===== src/shared/ipvec_pkg.sv =====
// shared constants and types of the interrupt priority and vectoring block
package ipvec_pkg;

    // source indices, listed in the fixed polling order
    localparam int NUM_SRC  = 11;
    localparam int NUM_GRP  = 6;
    localparam int NUM_LVL  = 4;
    localparam int S_EXT0   = 0;
    localparam int S_SER1   = 1;
    localparam int S_TMR0   = 2;
    localparam int S_EXT2   = 3;
    localparam int S_EXT1   = 4;
    localparam int S_EXT3   = 5;
    localparam int S_TMR1   = 6;
    localparam int S_EXT4   = 7;
    localparam int S_SER0   = 8;
    localparam int S_EXT5   = 9;
    localparam int S_EXT6   = 10;

    // vector address of each source, index = polling position
    localparam logic [NUM_SRC-1:0][15:0] VEC_TABLE = {
        16'h006b, 16'h0063, 16'h0023, 16'h005b, 16'h001b, 16'h0053,
        16'h0013, 16'h004b, 16'h000b, 16'h0083, 16'h0003};

    // flags cleared by hardware when the core takes the vector
    localparam logic [NUM_SRC-1:0] AUTO_CLR = 11'h2fd;

    // register selects
    localparam logic [3:0] R_LVL_LO  = 4'h0;
    localparam logic [3:0] R_LVL_HI  = 4'h1;
    localparam logic [3:0] R_EN_A    = 4'h2;
    localparam logic [3:0] R_EN_B    = 4'h3;
    localparam logic [3:0] R_FLAG_A  = 4'h4;
    localparam logic [3:0] R_FLAG_B  = 4'h5;
    localparam logic [3:0] R_AUX_FLG = 4'h6;
    localparam logic [3:0] R_AUX_EN  = 4'h7;
    localparam logic [3:0] R_CTRL    = 4'h8;
    localparam logic [3:0] R_STATUS  = 4'h9;

    // field positions
    localparam int B_GLOBAL_EN  = 7;
    localparam int B_WDT_STATUS = 6;
    localparam int B_EXT2_POL   = 5;
    localparam int B_EXT3_POL   = 6;
    localparam int B_AUX_XFER   = 0;
    localparam int B_AUX_RTC    = 1;
    localparam int B_AUX_FWCOL1 = 2;
    localparam int B_AUX_FWCOL0 = 3;
    localparam int B_AUX_PLLR   = 6;
    localparam int B_AUX_PLLF   = 7;
    localparam int B_AEN_XFER   = 0;
    localparam int B_AEN_RTC    = 1;
    localparam int B_AEN_FWCOL  = 4;
    localparam int B_AEN_PLL    = 5;

    // writable bit masks and reset values
    localparam logic [7:0] LVL_LO_MASK = 8'h7f;
    localparam logic [7:0] LVL_HI_MASK = 8'h3f;
    localparam logic [7:0] EN_A_MASK   = 8'h9f;
    localparam logic [7:0] EN_B_MASK   = 8'h3f;
    localparam logic [7:0] AUX_MASK    = 8'hcf;
    localparam logic [7:0] AEN_MASK    = 8'h33;
    localparam logic [7:0] CTRL_MASK   = 8'h60;
    localparam logic [7:0] RST_BYTE    = 8'h00;

    // source event pulses and request levels
    typedef struct packed {
        logic ext0_evt;
        logic ext1_evt;
        logic tmr0_ovf;
        logic tmr1_ovf;
        logic ser0_req;
        logic ser1_req;
        logic ext3_line;
        logic ext5_line;
    } ipvec_src_t;

    // events behind the shared external lines 2, 4 and 6
    typedef struct packed {
        logic transfer_busy_event;
        logic one_sec;
        logic fwcol0;
        logic fwcol1;
        logic pll_rise;
        logic pll_fall;
    } ipvec_aux_t;

    // request toward the core
    typedef struct packed {
        logic        req;
        logic [1:0]  level;
        logic [15:0] addr;
    } ipvec_req_t;

    function automatic logic [2:0] src_group(input int idx);
        src_group = 3'(idx / 2);
    endfunction

endpackage


===== src/design/ipvec_core.sv =====
// interrupt priority and vectoring controller of the on-chip core
// Notes on behaviour
// - sources sit in six groups; group number is polling position halved.
// - every group takes one of four levels, shared by its sources.
// - group level is high-register bit over low-register bit; 11 highest.
// - equal-level requests are taken in the fixed polling order.
// - each source supplies its own fixed vector address.
// - a source with its enable clear never vectors.
// - external flags 0 to 5 set by hardware, cleared on vectoring.
// - transfer-busy and one-second events, each flagged and enabled, feed line 6.
// - low register bits 0-5 hold group levels; watchdog bit has no effect.
// - secondary flags clear only by written zeros; ones are ignored.
// - lines 2 and 3 have selectable edge polarity; a clear select bit, the reset value, picks falling.
// - lines 4 to 6 are rising edge; lines 5 and 6 are inverted first.
`timescale 1ns/1ps
module ipvec_core
    import ipvec_pkg::*;
(
    // clock and reset
    input  wire logic                  CLK,
    input  wire logic                  SYS_RST,
    // register port
    input  wire logic [3:0]            REG_SEL,
    input  wire logic                  REG_WR,
    input  wire logic                  REG_RD,
    input  wire logic [7:0]            REG_WDATA,
    output logic [7:0]                 REG_RDATA,
    // interrupt sources
    input  wire ipvec_pkg::ipvec_src_t SRC,
    input  wire ipvec_pkg::ipvec_aux_t AUX_EVT,
    // core handshake
    output ipvec_pkg::ipvec_req_t      IRQ,
    input  wire logic                  IRQ_ACK,
    input  wire logic                  IRQ_RETI
);

    logic [7:0]             lvl_lo_q, lvl_hi_q, en_a_q, en_b_q;
    logic [7:0]             aux_q, aux_d, aen_q, ctrl_q, rdata_q;
    logic [NUM_SRC-1:0]     flag_q, flag_d;
    logic [NUM_LVL-1:0]     isr_q, isr_d;
    logic [4:0]             line_q;
    logic                   win_q;
    logic [3:0]             idx_q;
    logic [1:0]             lvl_q;
    logic [15:0]            vec_q;

    wire                    wr_lvl_lo  = REG_WR && REG_SEL == R_LVL_LO;
    wire                    wr_lvl_hi  = REG_WR && REG_SEL == R_LVL_HI;
    wire                    wr_en_a    = REG_WR && REG_SEL == R_EN_A;
    wire                    wr_en_b    = REG_WR && REG_SEL == R_EN_B;
    wire                    wr_flag_a  = REG_WR && REG_SEL == R_FLAG_A;
    wire                    wr_flag_b  = REG_WR && REG_SEL == R_FLAG_B;
    wire                    wr_aux     = REG_WR && REG_SEL == R_AUX_FLG;
    wire                    wr_aen     = REG_WR && REG_SEL == R_AUX_EN;
    wire                    wr_ctrl    = REG_WR && REG_SEL == R_CTRL;
    wire                    take       = IRQ_ACK && win_q;

    // secondary events gated by enables; both fw collisions share one, as do both pll edges
    wire [7:0]              aux_set    = {AUX_EVT.pll_fall, AUX_EVT.pll_rise, 2'b00,
                                          AUX_EVT.fwcol0, AUX_EVT.fwcol1,
                                          AUX_EVT.one_sec, AUX_EVT.transfer_busy_event};
    wire                    fw_act     = en_fw(aux_q, aen_q);
    wire                    pll_act    = (aux_q[B_AUX_PLLR] | aux_q[B_AUX_PLLF])
                                         & aen_q[B_AEN_PLL];
    wire                    x6_act     = (aux_q[B_AUX_XFER] & aen_q[B_AEN_XFER])
                                         | (aux_q[B_AUX_RTC] & aen_q[B_AEN_RTC]);

    // raw lines of external 2..6: 2 and 6 are active low at their source
    wire [4:0]              line_raw   = {~x6_act, SRC.ext5_line, pll_act,
                                          SRC.ext3_line, ~fw_act};
    // lines 5 and 6 inverted, all of 4..6 then rising edge
    wire [4:0]              line_int   = {~line_raw[4], ~line_raw[3], line_raw[2:0]};
    wire [4:0]              rise       = line_int & ~line_q;
    wire [4:0]              fall       = ~line_int & line_q;
    // polarity select of lines 2 and 3, 0 = falling
    wire                    ext2_edge  = ctrl_q[B_EXT2_POL] ? rise[0] : fall[0];
    wire                    ext3_edge  = ctrl_q[B_EXT3_POL] ? rise[1] : fall[1];

    wire [NUM_SRC-1:0]      set_evt    = sort_src({rise[4], rise[3], rise[2], ext3_edge,
                                                   ext2_edge, 1'b0, 1'b0,
                                                   SRC.tmr1_ovf, SRC.tmr0_ovf,
                                                   SRC.ext1_evt, SRC.ext0_evt});
    // enable A holds ext0, tmr0, ext1, tmr1, ser0 in bits 0..4
    wire [NUM_SRC-1:0]      en_vec     = sort_src({en_b_q[5:1], en_b_q[0], en_a_q[4], en_a_q[3],
                                                   en_a_q[1], en_a_q[2], en_a_q[0]});
    wire [NUM_SRC-1:0]      lvl_src    = set_lvl_src(SRC.ser0_req, SRC.ser1_req);
    // enable and global enable gate every request
    wire [NUM_SRC-1:0]      pend       = (flag_d | lvl_src) & en_vec
                                         & {NUM_SRC{en_a_q[B_GLOBAL_EN]}};

    // level code per group, watchdog bit excluded
    logic [NUM_GRP-1:0][1:0] grp_lvl;
    always_comb
    begin
        for (int g = 0; g < NUM_GRP; g++)
            grp_lvl[g] = {lvl_hi_q[g], lvl_lo_q[g]};
    end

    // reorders {ext6,ext5,ext4,ext3,ext2,ser1,ser0,tmr1,tmr0,ext1,ext0} to polling order
    function automatic logic [NUM_SRC-1:0] sort_src(input logic [NUM_SRC-1:0] v);
        logic [NUM_SRC-1:0] r;
        r = '0;
        r[S_EXT0] = v[0];
        r[S_EXT1] = v[1];
        r[S_TMR0] = v[2];
        r[S_TMR1] = v[3];
        r[S_SER0] = v[4];
        r[S_SER1] = v[5];
        r[S_EXT2] = v[6];
        r[S_EXT3] = v[7];
        r[S_EXT4] = v[8];
        r[S_EXT5] = v[9];
        r[S_EXT6] = v[10];
        sort_src = r;
    endfunction

    function automatic logic [NUM_SRC-1:0] set_lvl_src(input logic s0, input logic s1);
        logic [NUM_SRC-1:0] r;
        r = '0;
        r[S_SER0] = s0;
        r[S_SER1] = s1;
        set_lvl_src = r;
    endfunction

    function automatic logic en_fw(input logic [7:0] f, input logic [7:0] e);
        en_fw = (f[B_AUX_FWCOL0] | f[B_AUX_FWCOL1]) & e[B_AEN_FWCOL];
    endfunction

    // hardware set wins over clear by vectoring or software
    always_comb
    begin
        flag_d = flag_q;
        if (wr_flag_a)
        begin
            flag_d[S_EXT0] = REG_WDATA[0];
            flag_d[S_EXT1] = REG_WDATA[1];
            flag_d[S_TMR0] = REG_WDATA[2];
            flag_d[S_TMR1] = REG_WDATA[3];
        end
        if (wr_flag_b)
        begin
            flag_d[S_EXT2] = REG_WDATA[1];
            flag_d[S_EXT3] = REG_WDATA[2];
            flag_d[S_EXT4] = REG_WDATA[3];
            flag_d[S_EXT5] = REG_WDATA[4];
            flag_d[S_EXT6] = REG_WDATA[5];
        end
        if (take && AUTO_CLR[idx_q])
            flag_d[idx_q] = 1'b0;
        flag_d = flag_d | set_evt;
    end

    // write-zero clear, ones ignored, new events win
    always_comb
    begin
        aux_d = aux_q;
        if (wr_aux)
            aux_d = aux_q & REG_WDATA;
        aux_d = (aux_d | aux_set) & AUX_MASK;
    end

    // in-service levels: return drops the top one, vectoring adds one
    always_comb
    begin
        isr_d = isr_q;
        if (IRQ_RETI)
        begin
            for (int l = 0; l < NUM_LVL; l++)
            begin
                if (isr_q[l])
                    isr_d = isr_q & ~(4'h1 << l);
            end
        end
        if (take)
            isr_d[lvl_q] = 1'b1;
    end

    logic       arb_win;
    logic [3:0] arb_idx;
    logic [1:0] arb_lvl;

    ipvec_arb #(
        .NSRC    (NUM_SRC)
    ) u_arb (
        .pend    (pend),
        .grp_lvl (grp_lvl),
        .in_svc  (isr_d),
        .win     (arb_win),
        .win_idx (arb_idx),
        .win_lvl (arb_lvl)
    );

    logic [7:0] rd_mux;
    always_comb
    begin
        case (REG_SEL)
            R_LVL_LO:  rd_mux = lvl_lo_q;
            R_LVL_HI:  rd_mux = lvl_hi_q;
            R_EN_A:    rd_mux = en_a_q;
            R_EN_B:    rd_mux = en_b_q;
            R_FLAG_A:  rd_mux = {4'h0, flag_q[S_TMR1], flag_q[S_TMR0],
                                flag_q[S_EXT1], flag_q[S_EXT0]};
            R_FLAG_B:  rd_mux = {2'h0, flag_q[S_EXT6], flag_q[S_EXT5],
                                flag_q[S_EXT4], flag_q[S_EXT3], flag_q[S_EXT2], 1'b0};
            R_AUX_FLG: rd_mux = aux_q;
            R_AUX_EN:  rd_mux = aen_q;
            R_CTRL:    rd_mux = ctrl_q;
            R_STATUS:  rd_mux = {4'h0, isr_q};
            default:   rd_mux = RST_BYTE;
        endcase
    end

    always_ff @(posedge CLK)
    begin
        if (SYS_RST)
        begin
            lvl_lo_q <= RST_BYTE;
            lvl_hi_q <= RST_BYTE;
            en_a_q   <= RST_BYTE;
            en_b_q   <= RST_BYTE;
            aen_q    <= RST_BYTE;
            ctrl_q   <= RST_BYTE;
            aux_q    <= RST_BYTE;
            rdata_q  <= RST_BYTE;
        end
        else
        begin
            if (wr_lvl_lo) lvl_lo_q <= REG_WDATA & LVL_LO_MASK;
            if (wr_lvl_hi) lvl_hi_q <= REG_WDATA & LVL_HI_MASK;
            if (wr_en_a)   en_a_q   <= REG_WDATA & EN_A_MASK;
            if (wr_en_b)   en_b_q   <= REG_WDATA & EN_B_MASK;
            if (wr_aen)    aen_q    <= REG_WDATA & AEN_MASK;
            if (wr_ctrl)   ctrl_q   <= REG_WDATA & CTRL_MASK;
            aux_q <= aux_d;
            if (REG_RD)    rdata_q  <= rd_mux;
        end
    end

    always_ff @(posedge CLK)
    begin
        if (SYS_RST)
        begin
            flag_q <= '0;
            isr_q  <= '0;
            // edge history starts at the present line level: no false edge on release
            line_q <= line_int;
            win_q  <= 1'b0;
            idx_q  <= 4'h0;
            lvl_q  <= 2'h0;
            vec_q  <= 16'h0000;
        end
        else
        begin
            flag_q <= flag_d;
            isr_q  <= isr_d;
            line_q <= line_int;
            win_q  <= arb_win;
            idx_q  <= arb_idx;
            lvl_q  <= arb_lvl;
            vec_q  <= VEC_TABLE[arb_idx];
        end
    end

    assign REG_RDATA = rdata_q;
    assign IRQ.req   = win_q;
    assign IRQ.level = lvl_q;
    assign IRQ.addr  = vec_q;

endmodule


===== src/design/ipvec_arb.sv =====
// priority resolver: picks the winning pending source
`timescale 1ns/1ps
module ipvec_arb
    import ipvec_pkg::*;
#(
    parameter int NSRC = ipvec_pkg::NUM_SRC
)(
    // requests and levels
    input  wire logic [NSRC-1:0]                    pend,
    input  wire logic [ipvec_pkg::NUM_GRP-1:0][1:0] grp_lvl,
    input  wire logic [ipvec_pkg::NUM_LVL-1:0]      in_svc,
    // result
    output logic                                    win,
    output logic [3:0]                              win_idx,
    output logic [1:0]                              win_lvl
);

    logic       svc_any;
    logic [1:0] svc_top;
    logic [2:0] found_lvl;

    always_comb
    begin
        svc_any = |in_svc;
        svc_top = 2'h0;
        for (int l = 0; l < NUM_LVL; l++)
        begin
            if (in_svc[l])
                svc_top = 2'(l);
        end
        win     = 1'b0;
        win_idx = 4'h0;
        win_lvl = 2'h0;
        found_lvl = 3'h0;
        for (int l = NUM_LVL - 1; l >= 0; l--)
        begin
            for (int i = NSRC - 1; i >= 0; i--)
            begin
                if (pend[i] && grp_lvl[src_group(i)] == 2'(l) && !win)
                begin
                    found_lvl = 3'(l) + 3'h1;
                end
            end
            if (found_lvl != 3'h0 && !win)
            begin
                for (int i = NSRC - 1; i >= 0; i--)
                begin
                    if (pend[i] && grp_lvl[src_group(i)] == 2'(l))
                        win_idx = 4'(i);
                end
                win_lvl = 2'(l);
                win = !svc_any || (2'(l) > svc_top);
                found_lvl = 3'h4;
            end
        end
    end

endmodule


===== config.mk =====
export PLATFORM = sky130hd
export DESIGN_NAME = ipvec_core
export DESIGN_NICKNAME = d
export VERILOG_FILES = /design/src/shared/ipvec_pkg.sv /design/src/design/ipvec_core.sv /design/src/design/ipvec_arb.sv
export SDC_FILE = /design/constraint.sdc
export NUM_CORES = 1
export LEC_CHECK = 0
export BUFFER_PORTS_ARGS = -buffer_cell sky130_fd_sc_hd__buf_2
export CAP_MARGIN = 25
export CORE_UTILIZATION = 45
export CTS_CLUSTER_DIAMETER = 50
export CTS_CLUSTER_SIZE = 14
export DETAILED_ROUTE_END_ITERATION = 6
export PLACE_DENSITY = 0.75
export REMOVE_ABC_BUFFERS = 1
export SLEW_MARGIN = 20
export SYNTH_ARGS = -nofsm -noshare
export SYNTH_HDL_FRONTEND = slang
export SYNTH_SLANG_ARGS = --single-unit

===== constraint.sdc =====
create_clock -name CLK -period 6.2 [get_ports CLK]
set_input_delay 1.86 -clock CLK [delete_from_list [all_inputs] [get_ports CLK]]
set_output_delay 1.86 -clock CLK [all_outputs]
set_load 0.1 [all_outputs]

# Yosys cells after proc, flatten, opt, wreduce, memory -nomap -nowiden
# Memory sizes are Yosys's and may differ from the RTL's. A register that Yosys moved wholly into a read port is not among the register bits.
# Cells that the tools add are included.
[word_totals] mem_bits_rw=0 ff_bits=74 latchBits=0 out_inout_bits=27 word_cells=319 memories=2 input_bits=32 romBits=272
[memory_table] memory="(name not given)" depth=16 word_bits=16 read_ports=1 rd_ports_with_merged_regs=1 write_ports=0 line="ipvec_core.sv:260" source="vec_q <= VEC_TABLE[arb_idx];"
[memory_table] memory="(name not given)" depth=16 word_bits=1 read_ports=1 rd_ports_with_merged_regs=1 write_ports=0 line="ipvec_core.sv:148" source="if (take && AUTO_CLR[idx_q])"
[op_classes] mul=0 reduce_logical=115 bitwise=22 magnitude_cmp=8 n_div=0 n_addsub=0 n_shift=0 eq_ne=27 mux=129
[ops] op="4-bit two-way mux" count=51
[ops] op="3-bit two-way mux" count=48
[ops] op="1-bit logical AND" count=93
[ops] op="8-bit one-hot mux with 10 select lines" count=1
[ops] op="11-bit AND" count=3
[ops] op="2-bit == test (second input constant)" count=12
[ops] op="1-bit two-way mux" count=19
[ops] op="4-bit by 3-bit == test with 1-bit output (second input constant)" count=4
[ops] op="2-bit by 1-bit == test with 1-bit output (second input constant)" count=6
[ops] op="2-bit zero test" count=6
[ops] op="2-bit two-way mux" count=6
[ops] op="3-bit nonzero test" count=4
[ops] op="11-bit two-way mux" count=1
[ops] op="11-bit inverter" count=1
[ops] op="11-bit bitwise OR" count=1
[ops] op="11-bit by 9-bit bitwise OR with 11-bit output" count=1
[ops] op="8-bit AND" count=1
[ops] op="4-bit by 2-bit == test with 1-bit output (second input constant)" count=2
[ops] op="4-bit == test (second input constant)" count=2
[ops] op="8-bit two-way mux" count=1
[ops] op="8-bit bitwise OR" count=1
[ops] op="5-bit AND" count=1
[ops] op="4-bit by 5-bit < comparator with 1-bit output (second input constant)" count=1
[ops] op="5-bit inverter" count=1
[ops] op="20 further kinds" count=34

# Logic depth before layout (Yosys ltp)
[depth] word_depth=74 mapped_depth=15 depth_no_buf=12

# Modules after synthesis
# A second synthesis with hierarchy kept.
[unflattened] cells_unflattened=595 hier_area_um2=4809.6
[by_module_without_submodules] mod="ipvec_core" area_per_inst_um2=3681.0 cells_per_inst=428 n_inst=1 seq_area_each_um2=1561.5
[by_module_without_submodules] mod="ipvec_arb" area_per_inst_um2=1128.6 cells_per_inst=167 n_inst=1 seq_area_each_um2=0.0

# Worst setup path before layout
# No wires, ideal clock.
[synth_timing] kind="input-to-reg" startpoint="input port REG_SEL[3]" endpoint="register (tool-made name)" cell_stages=14 path_slack_ps=1515 required_time_ps=6061 n_path_buf=2 arrival_ps=4546 setup_ps=139 cell_sequence="buf_6 nand2b_1 buf_4 o221ai_1 o211ai_1 a31oi_4 o2bb2ai_2 nor3_4 mux2_4 nor4_1 nor4b_1 o31ai_2 and2_4 a31oi_1"
[synth_lines] element="start, declared" line="ipvec_core.sv:23" source="input wire logic [3:0] REG_SEL,"

# Final worst setup path
[layout_timing] startpoint="input port REG_SEL[1]" endpoint="register vec_q[6]"
[layout_via] elab_chain_cells=71 elab_cells_between_ends=195 classes_between="eq/ne: 2; mux: 107; bitwise: 5; reduce/logical: 81"
[layout_rtl] element="4-bit by 3-bit == test with 1-bit output" line="ipvec_core.sv:52" source="wire wr_flag_b = REG_WR && REG_SEL == R_FLAG_B;"
[layout_rtl] element="1-bit logical AND" line="ipvec_core.sv:52"
[layout_rtl] element="2-bit two-way mux" line="ipvec_core.sv:140" source="if (wr_flag_b)"
[layout_rtl] element="11-bit AND (no line)"
[layout_rtl] element="11-bit two-way mux (*)" line="ipvec_core.sv:148"
[layout_rtl] element="11-bit bitwise OR (*)" line="ipvec_core.sv:150" source="flag_d = flag_d | set_evt;"
[layout_rtl] element="11-bit by 9-bit bitwise OR with 11-bit output (*)" line="ipvec_core.sv:88" source="wire [NUM_SRC-1:0] pend = (flag_d | lvl_src) & en_vec"
[layout_rtl] element="11-bit AND (*)" line="ipvec_core.sv:88"
[layout_rtl] element="[... 45 more ...]"
[layout_rtl] element="1-bit logical AND" line="ipvec_arb.sv:44" source="if (found_lvl != 3'h0 && !win)"
[layout_rtl] element="1-bit two-way mux" line="ipvec_arb.sv:44"
[layout_rtl] element="1-bit zero test" line="ipvec_arb.sv:39, ipvec_arb.sv:44"
[layout_rtl] element="1-bit logical AND" line="ipvec_arb.sv:39" source="if (pend[i] && grp_lvl[src_group(i)] == 2'(l) && !win)"
[layout_rtl] element="3-bit two-way mux (11 in series)" line="ipvec_arb.sv:39"
[layout_rtl] element="3-bit nonzero test" line="ipvec_arb.sv:44"
[layout_rtl] element="1-bit logical AND" line="ipvec_arb.sv:44"
[layout_rtl] element="4-bit two-way mux (*)" line="ipvec_arb.sv:44"
[layout_rtl] element="end, declared" line="ipvec_core.sv:45" source="logic [15:0] vec_q;"
# Mark *: on every way between the ends. The rest lies on a longest branch, timed or not.
# A chain may end at the register's enable or synchronous reset.

==> metrics.md <==
| Metric | Value |
|---|---|
| Hold buffer count at cts | `0` |
| DRT Wirelength | `16900 microns` |
| Vias | `5456` |
| Worst Max-Slew Pin Slew | `1.04 ns` |
| Global route overflow | `0` |
| Syn Inst Count | `672` |
| WHS | `0.468 ns` |
| First-pass GRT wire length | `26400 microns` |
| Post-synthesis simple-gate area fraction | `28.8%` |
| Max Clk Rate | `185 MHz` |
| Xor/xnor cell area share of the yosys netlist | `0%` |
| CTS tree | `yes` |
| Yosys cell types | `89` |
| Final ANT Viol Nets | `0` |
| Synthesized flop and latch total | `78` |
| Final period util | `87.0%` |
| Post-synthesis adder-cell area fraction | `0%` |
| Top-area cell type share of the netlist area | `30.1%` |
| Max-slew violation count | `0` |
| Fraction of registers with async set/reset | `0%` |
| Commonest non-fill, non-tap cell in the layout | `nor2_1` |
| Worst EP required | `6.40 ns` |
| Reg2reg end | `vec_q[6]$_SDFF_PP0_` |
| Worst r2r path cells | `11` |
| Full die area | `12000 sq um` |
| Clock Skews | `0.00755 ns` |
| Final Hold Fails | `0` |
| Reg2Reg Setup Slack | `2.22 ns` |
| Max VDD drop | `0.000284 V` |
| Crit path to | `vec_q[6]$_SDFF_PP0_` |
| # setup viols final | `0` |
| Leak pwr | `2.21 nW` |
| CTS root buffer | `clkbuf_16` |
| Critical path start-end classification | `in -> reg` |
| Drt first pass iters | `7` |
| Nature of the critical path endpoint | `flop` |
| Share of layout cells above drive strength 1 | `16.1%` |
| Clk sinks | `78` |
| Critical path arrival | `5.60 ns` |
| Vias per cell | `6.49` |
| EDFF count, synth | `0` |
| Clk pin slew, worst setup/hold paths | `0.06 ns` |
| Initial antenna violation count | `0` |
| Setup TNS | `0 ns` |
| Post-DP HPWL | `12600 microns` |
| Largest family of logic cells by synthesized area | `compound AO/OA/AOI/OAI gates` |
| Post-placement cell count | `825` |
| H-tree lvl count | `3` |
| Complex-gate fraction of the synthesized area | `28.9%` |
| Avg WL per Cell | `20.1 microns` |
| ANT cells | `0` |
| Max-cap viol count | `0` |
| Post_cts resized | `0` |
| Cell taking the most area after synthesis | `dfxtp_1` |
| Top-Level Pins | `59` |
| RSZ-0062 raised after global routing | `false` |
| GP Congestion | `1.05` |
| Nets | `728` |
| Core footprint | `11000 sq um` |
| Pin count of the biggest net entering global routing | `65` |
| Area growth from synthesis to final layout | `10.2%` |
| DRT iter0 DRCs | `615` |
| Total CTS buffers | `9` |
| HP Class | `reg -> reg` |
| Most frequent cells in the layout | `nor2_1 (81), dfxtp_1 (78), nand2_1 (66), a21oi_1 (63), buf_2 (49)` |
| Primary FF master, synth | `dfxtp_1` |
| Setup bufs post-CTS | `0` |
| CP startpoint | `REG_SEL[1]` |
| Vias in the first global route | `5005` |
| Register area share after synthesis | `30.1%` |
| CP Launch Type | `input pin` |
| Total GRT Usage | `29.2%` |
| Synth area leaders | `dfxtp_1 (30%), a21oi_1 (6.1%), nor2_1 (5.9%)` |
| Final Core Density | `51.8%` |
| Yosys warnings | `0` |
| Die Ht | `109 microns` |
| Row count | `38` |
| Mean Syn Cell Area | `7.72 sq um` |
| CTS max path bufs | `2` |
| Initial Util | `47.0%` |
| Die width | `109 microns` |
| Worst-Skew Late Latency | `0.34 ns` |
| Relative slew slack | `30.5%` |
| CP max FO | `32` |
| Status | `complete, no violations` |
| Reg-to-Reg Start | `en_a_q[7]$_SDFFE_PP0P_` |
| Final Critical Period | `5.39 ns` |
| Power per Cell Area | `214 nW/um^2` |
| Port Buffer Count | `49` |
| Finished Layout Cells | `841` |
| Mux contribution to synthesized area | `5.93%` |
| DRC violations left | `0` |
| Synthesized cell area | `5190 sq um` |
cell families after synthesis:
group                  count (synthesis)
AOI/OAI and AO/OA                    212
DFF                                   78
and+or+nand+nor                      290
muxes                                 27
buffers and inverters                 64
other                                  1
final cells by class:
type	count	area [sq um]
multi-input combinational	538	3330
clock inverter	5	81.3
fill	1052	5320
timing repair buffer	52	268
clock buffer	11	233
tap	140	175
sequential	78	1560
inverter	17	63.8
worst min-delay path by stage:
stage	end	slack [ns]	depth (start not counted)	startpoint
after floorplan	lvl_lo_q[6]$_SDFFE_PP0P_	0.43	2	lvl_lo_q[6]$_SDFFE_PP0P_
after global placement	lvl_lo_q[6]$_SDFFE_PP0P_	0.45	2	lvl_lo_q[6]$_SDFFE_PP0P_
after detailed placement	lvl_lo_q[6]$_SDFFE_PP0P_	0.45	2	lvl_lo_q[6]$_SDFFE_PP0P_
after CTS	lvl_lo_q[6]$_SDFFE_PP0P_	0.47	2	lvl_lo_q[6]$_SDFFE_PP0P_
after global routing	flag_q[8]$_SDFF_PP0_	0.50	1	flag_q[8]$_SDFF_PP0_
final	lvl_lo_q[6]$_SDFFE_PP0P_	0.47	2	lvl_lo_q[6]$_SDFFE_PP0P_
critical path: stages:
cell and delay [ns]:
buf_2 0.30, nor3b_2 0.76, a31oi_1 0.25, a211oi_4 0.49
a31oi_4 0.08, o21a_1 0.30, and3_1 0.21, and3_4 0.21
nor2_1 0.24, nor4b_1 0.37, o31ai_2 0.15, and2_4 0.20
a2bb2oi_2 0.16
stage by stage:
| stage | area [sq um] | power (mW) | worst slack [ns] |
|---|---|---|---|
| floorplan | 4960 | 0.606 | 1.41 |
| global placement | 5400 | 0.656 | 0.672 |
| CTS | 5710 | 1.22 | 0.895 |
| global route | 5710 | 1.25 | 0.629 |
| detailed placement | 5400 | 0.659 | 0.534 |
| finish | 5710 | 1.22 | 0.805 |
synth_stat cells (4+ instances only):
cell / instances
inv_1: 17
nor3_1: 8
a31oi_1: 19
nand3_1: 42
a21oi_1: 63
nand4_1: 5
o21ai_0: 30
a211oi_1: 7
mux2i_1: 18
a22oi_1: 12
o211ai_1: 10
and3_1: 10
mux2_2: 6
dfxtp_1: 78
o22ai_1: 5
nand2b_1: 12
nor2b_1: 16
clkbuf_1: 25
buf_4: 16
or2_2: 4
nand2_1: 66
and2_1: 10
a32oi_1: 4
nor2_1: 81
nor3b_1: 4
nand3b_1: 5
o21ai_1: 5
flip-flops by register name, summed over array words and instances (netlist names), 6 cells and up, named ones only:
register and cells:
flag_q 11, aux_q 6, en_b_q 6, REG_RDATA 8
en_a_q 6, lvl_lo_q 7, lvl_hi_q 6
layer usage:
metal  track usage [%]  wire length, microns  share of wire, %
met5                 0                     0                 0
met4              14.2                   716               4.2
met3              5.69                  1720                10
met2              46.8                  7800                46
met1              37.7                  6690                40
where the power goes:
part           total, mW  internal, mW  switching [mW]
sequential         0.522         0.512          0.0108
combinational      0.129        0.0313          0.0975
clock              0.571         0.354           0.217
total               1.22         0.897           0.326
Note: power is estimated with default switching activity, not from simulation.
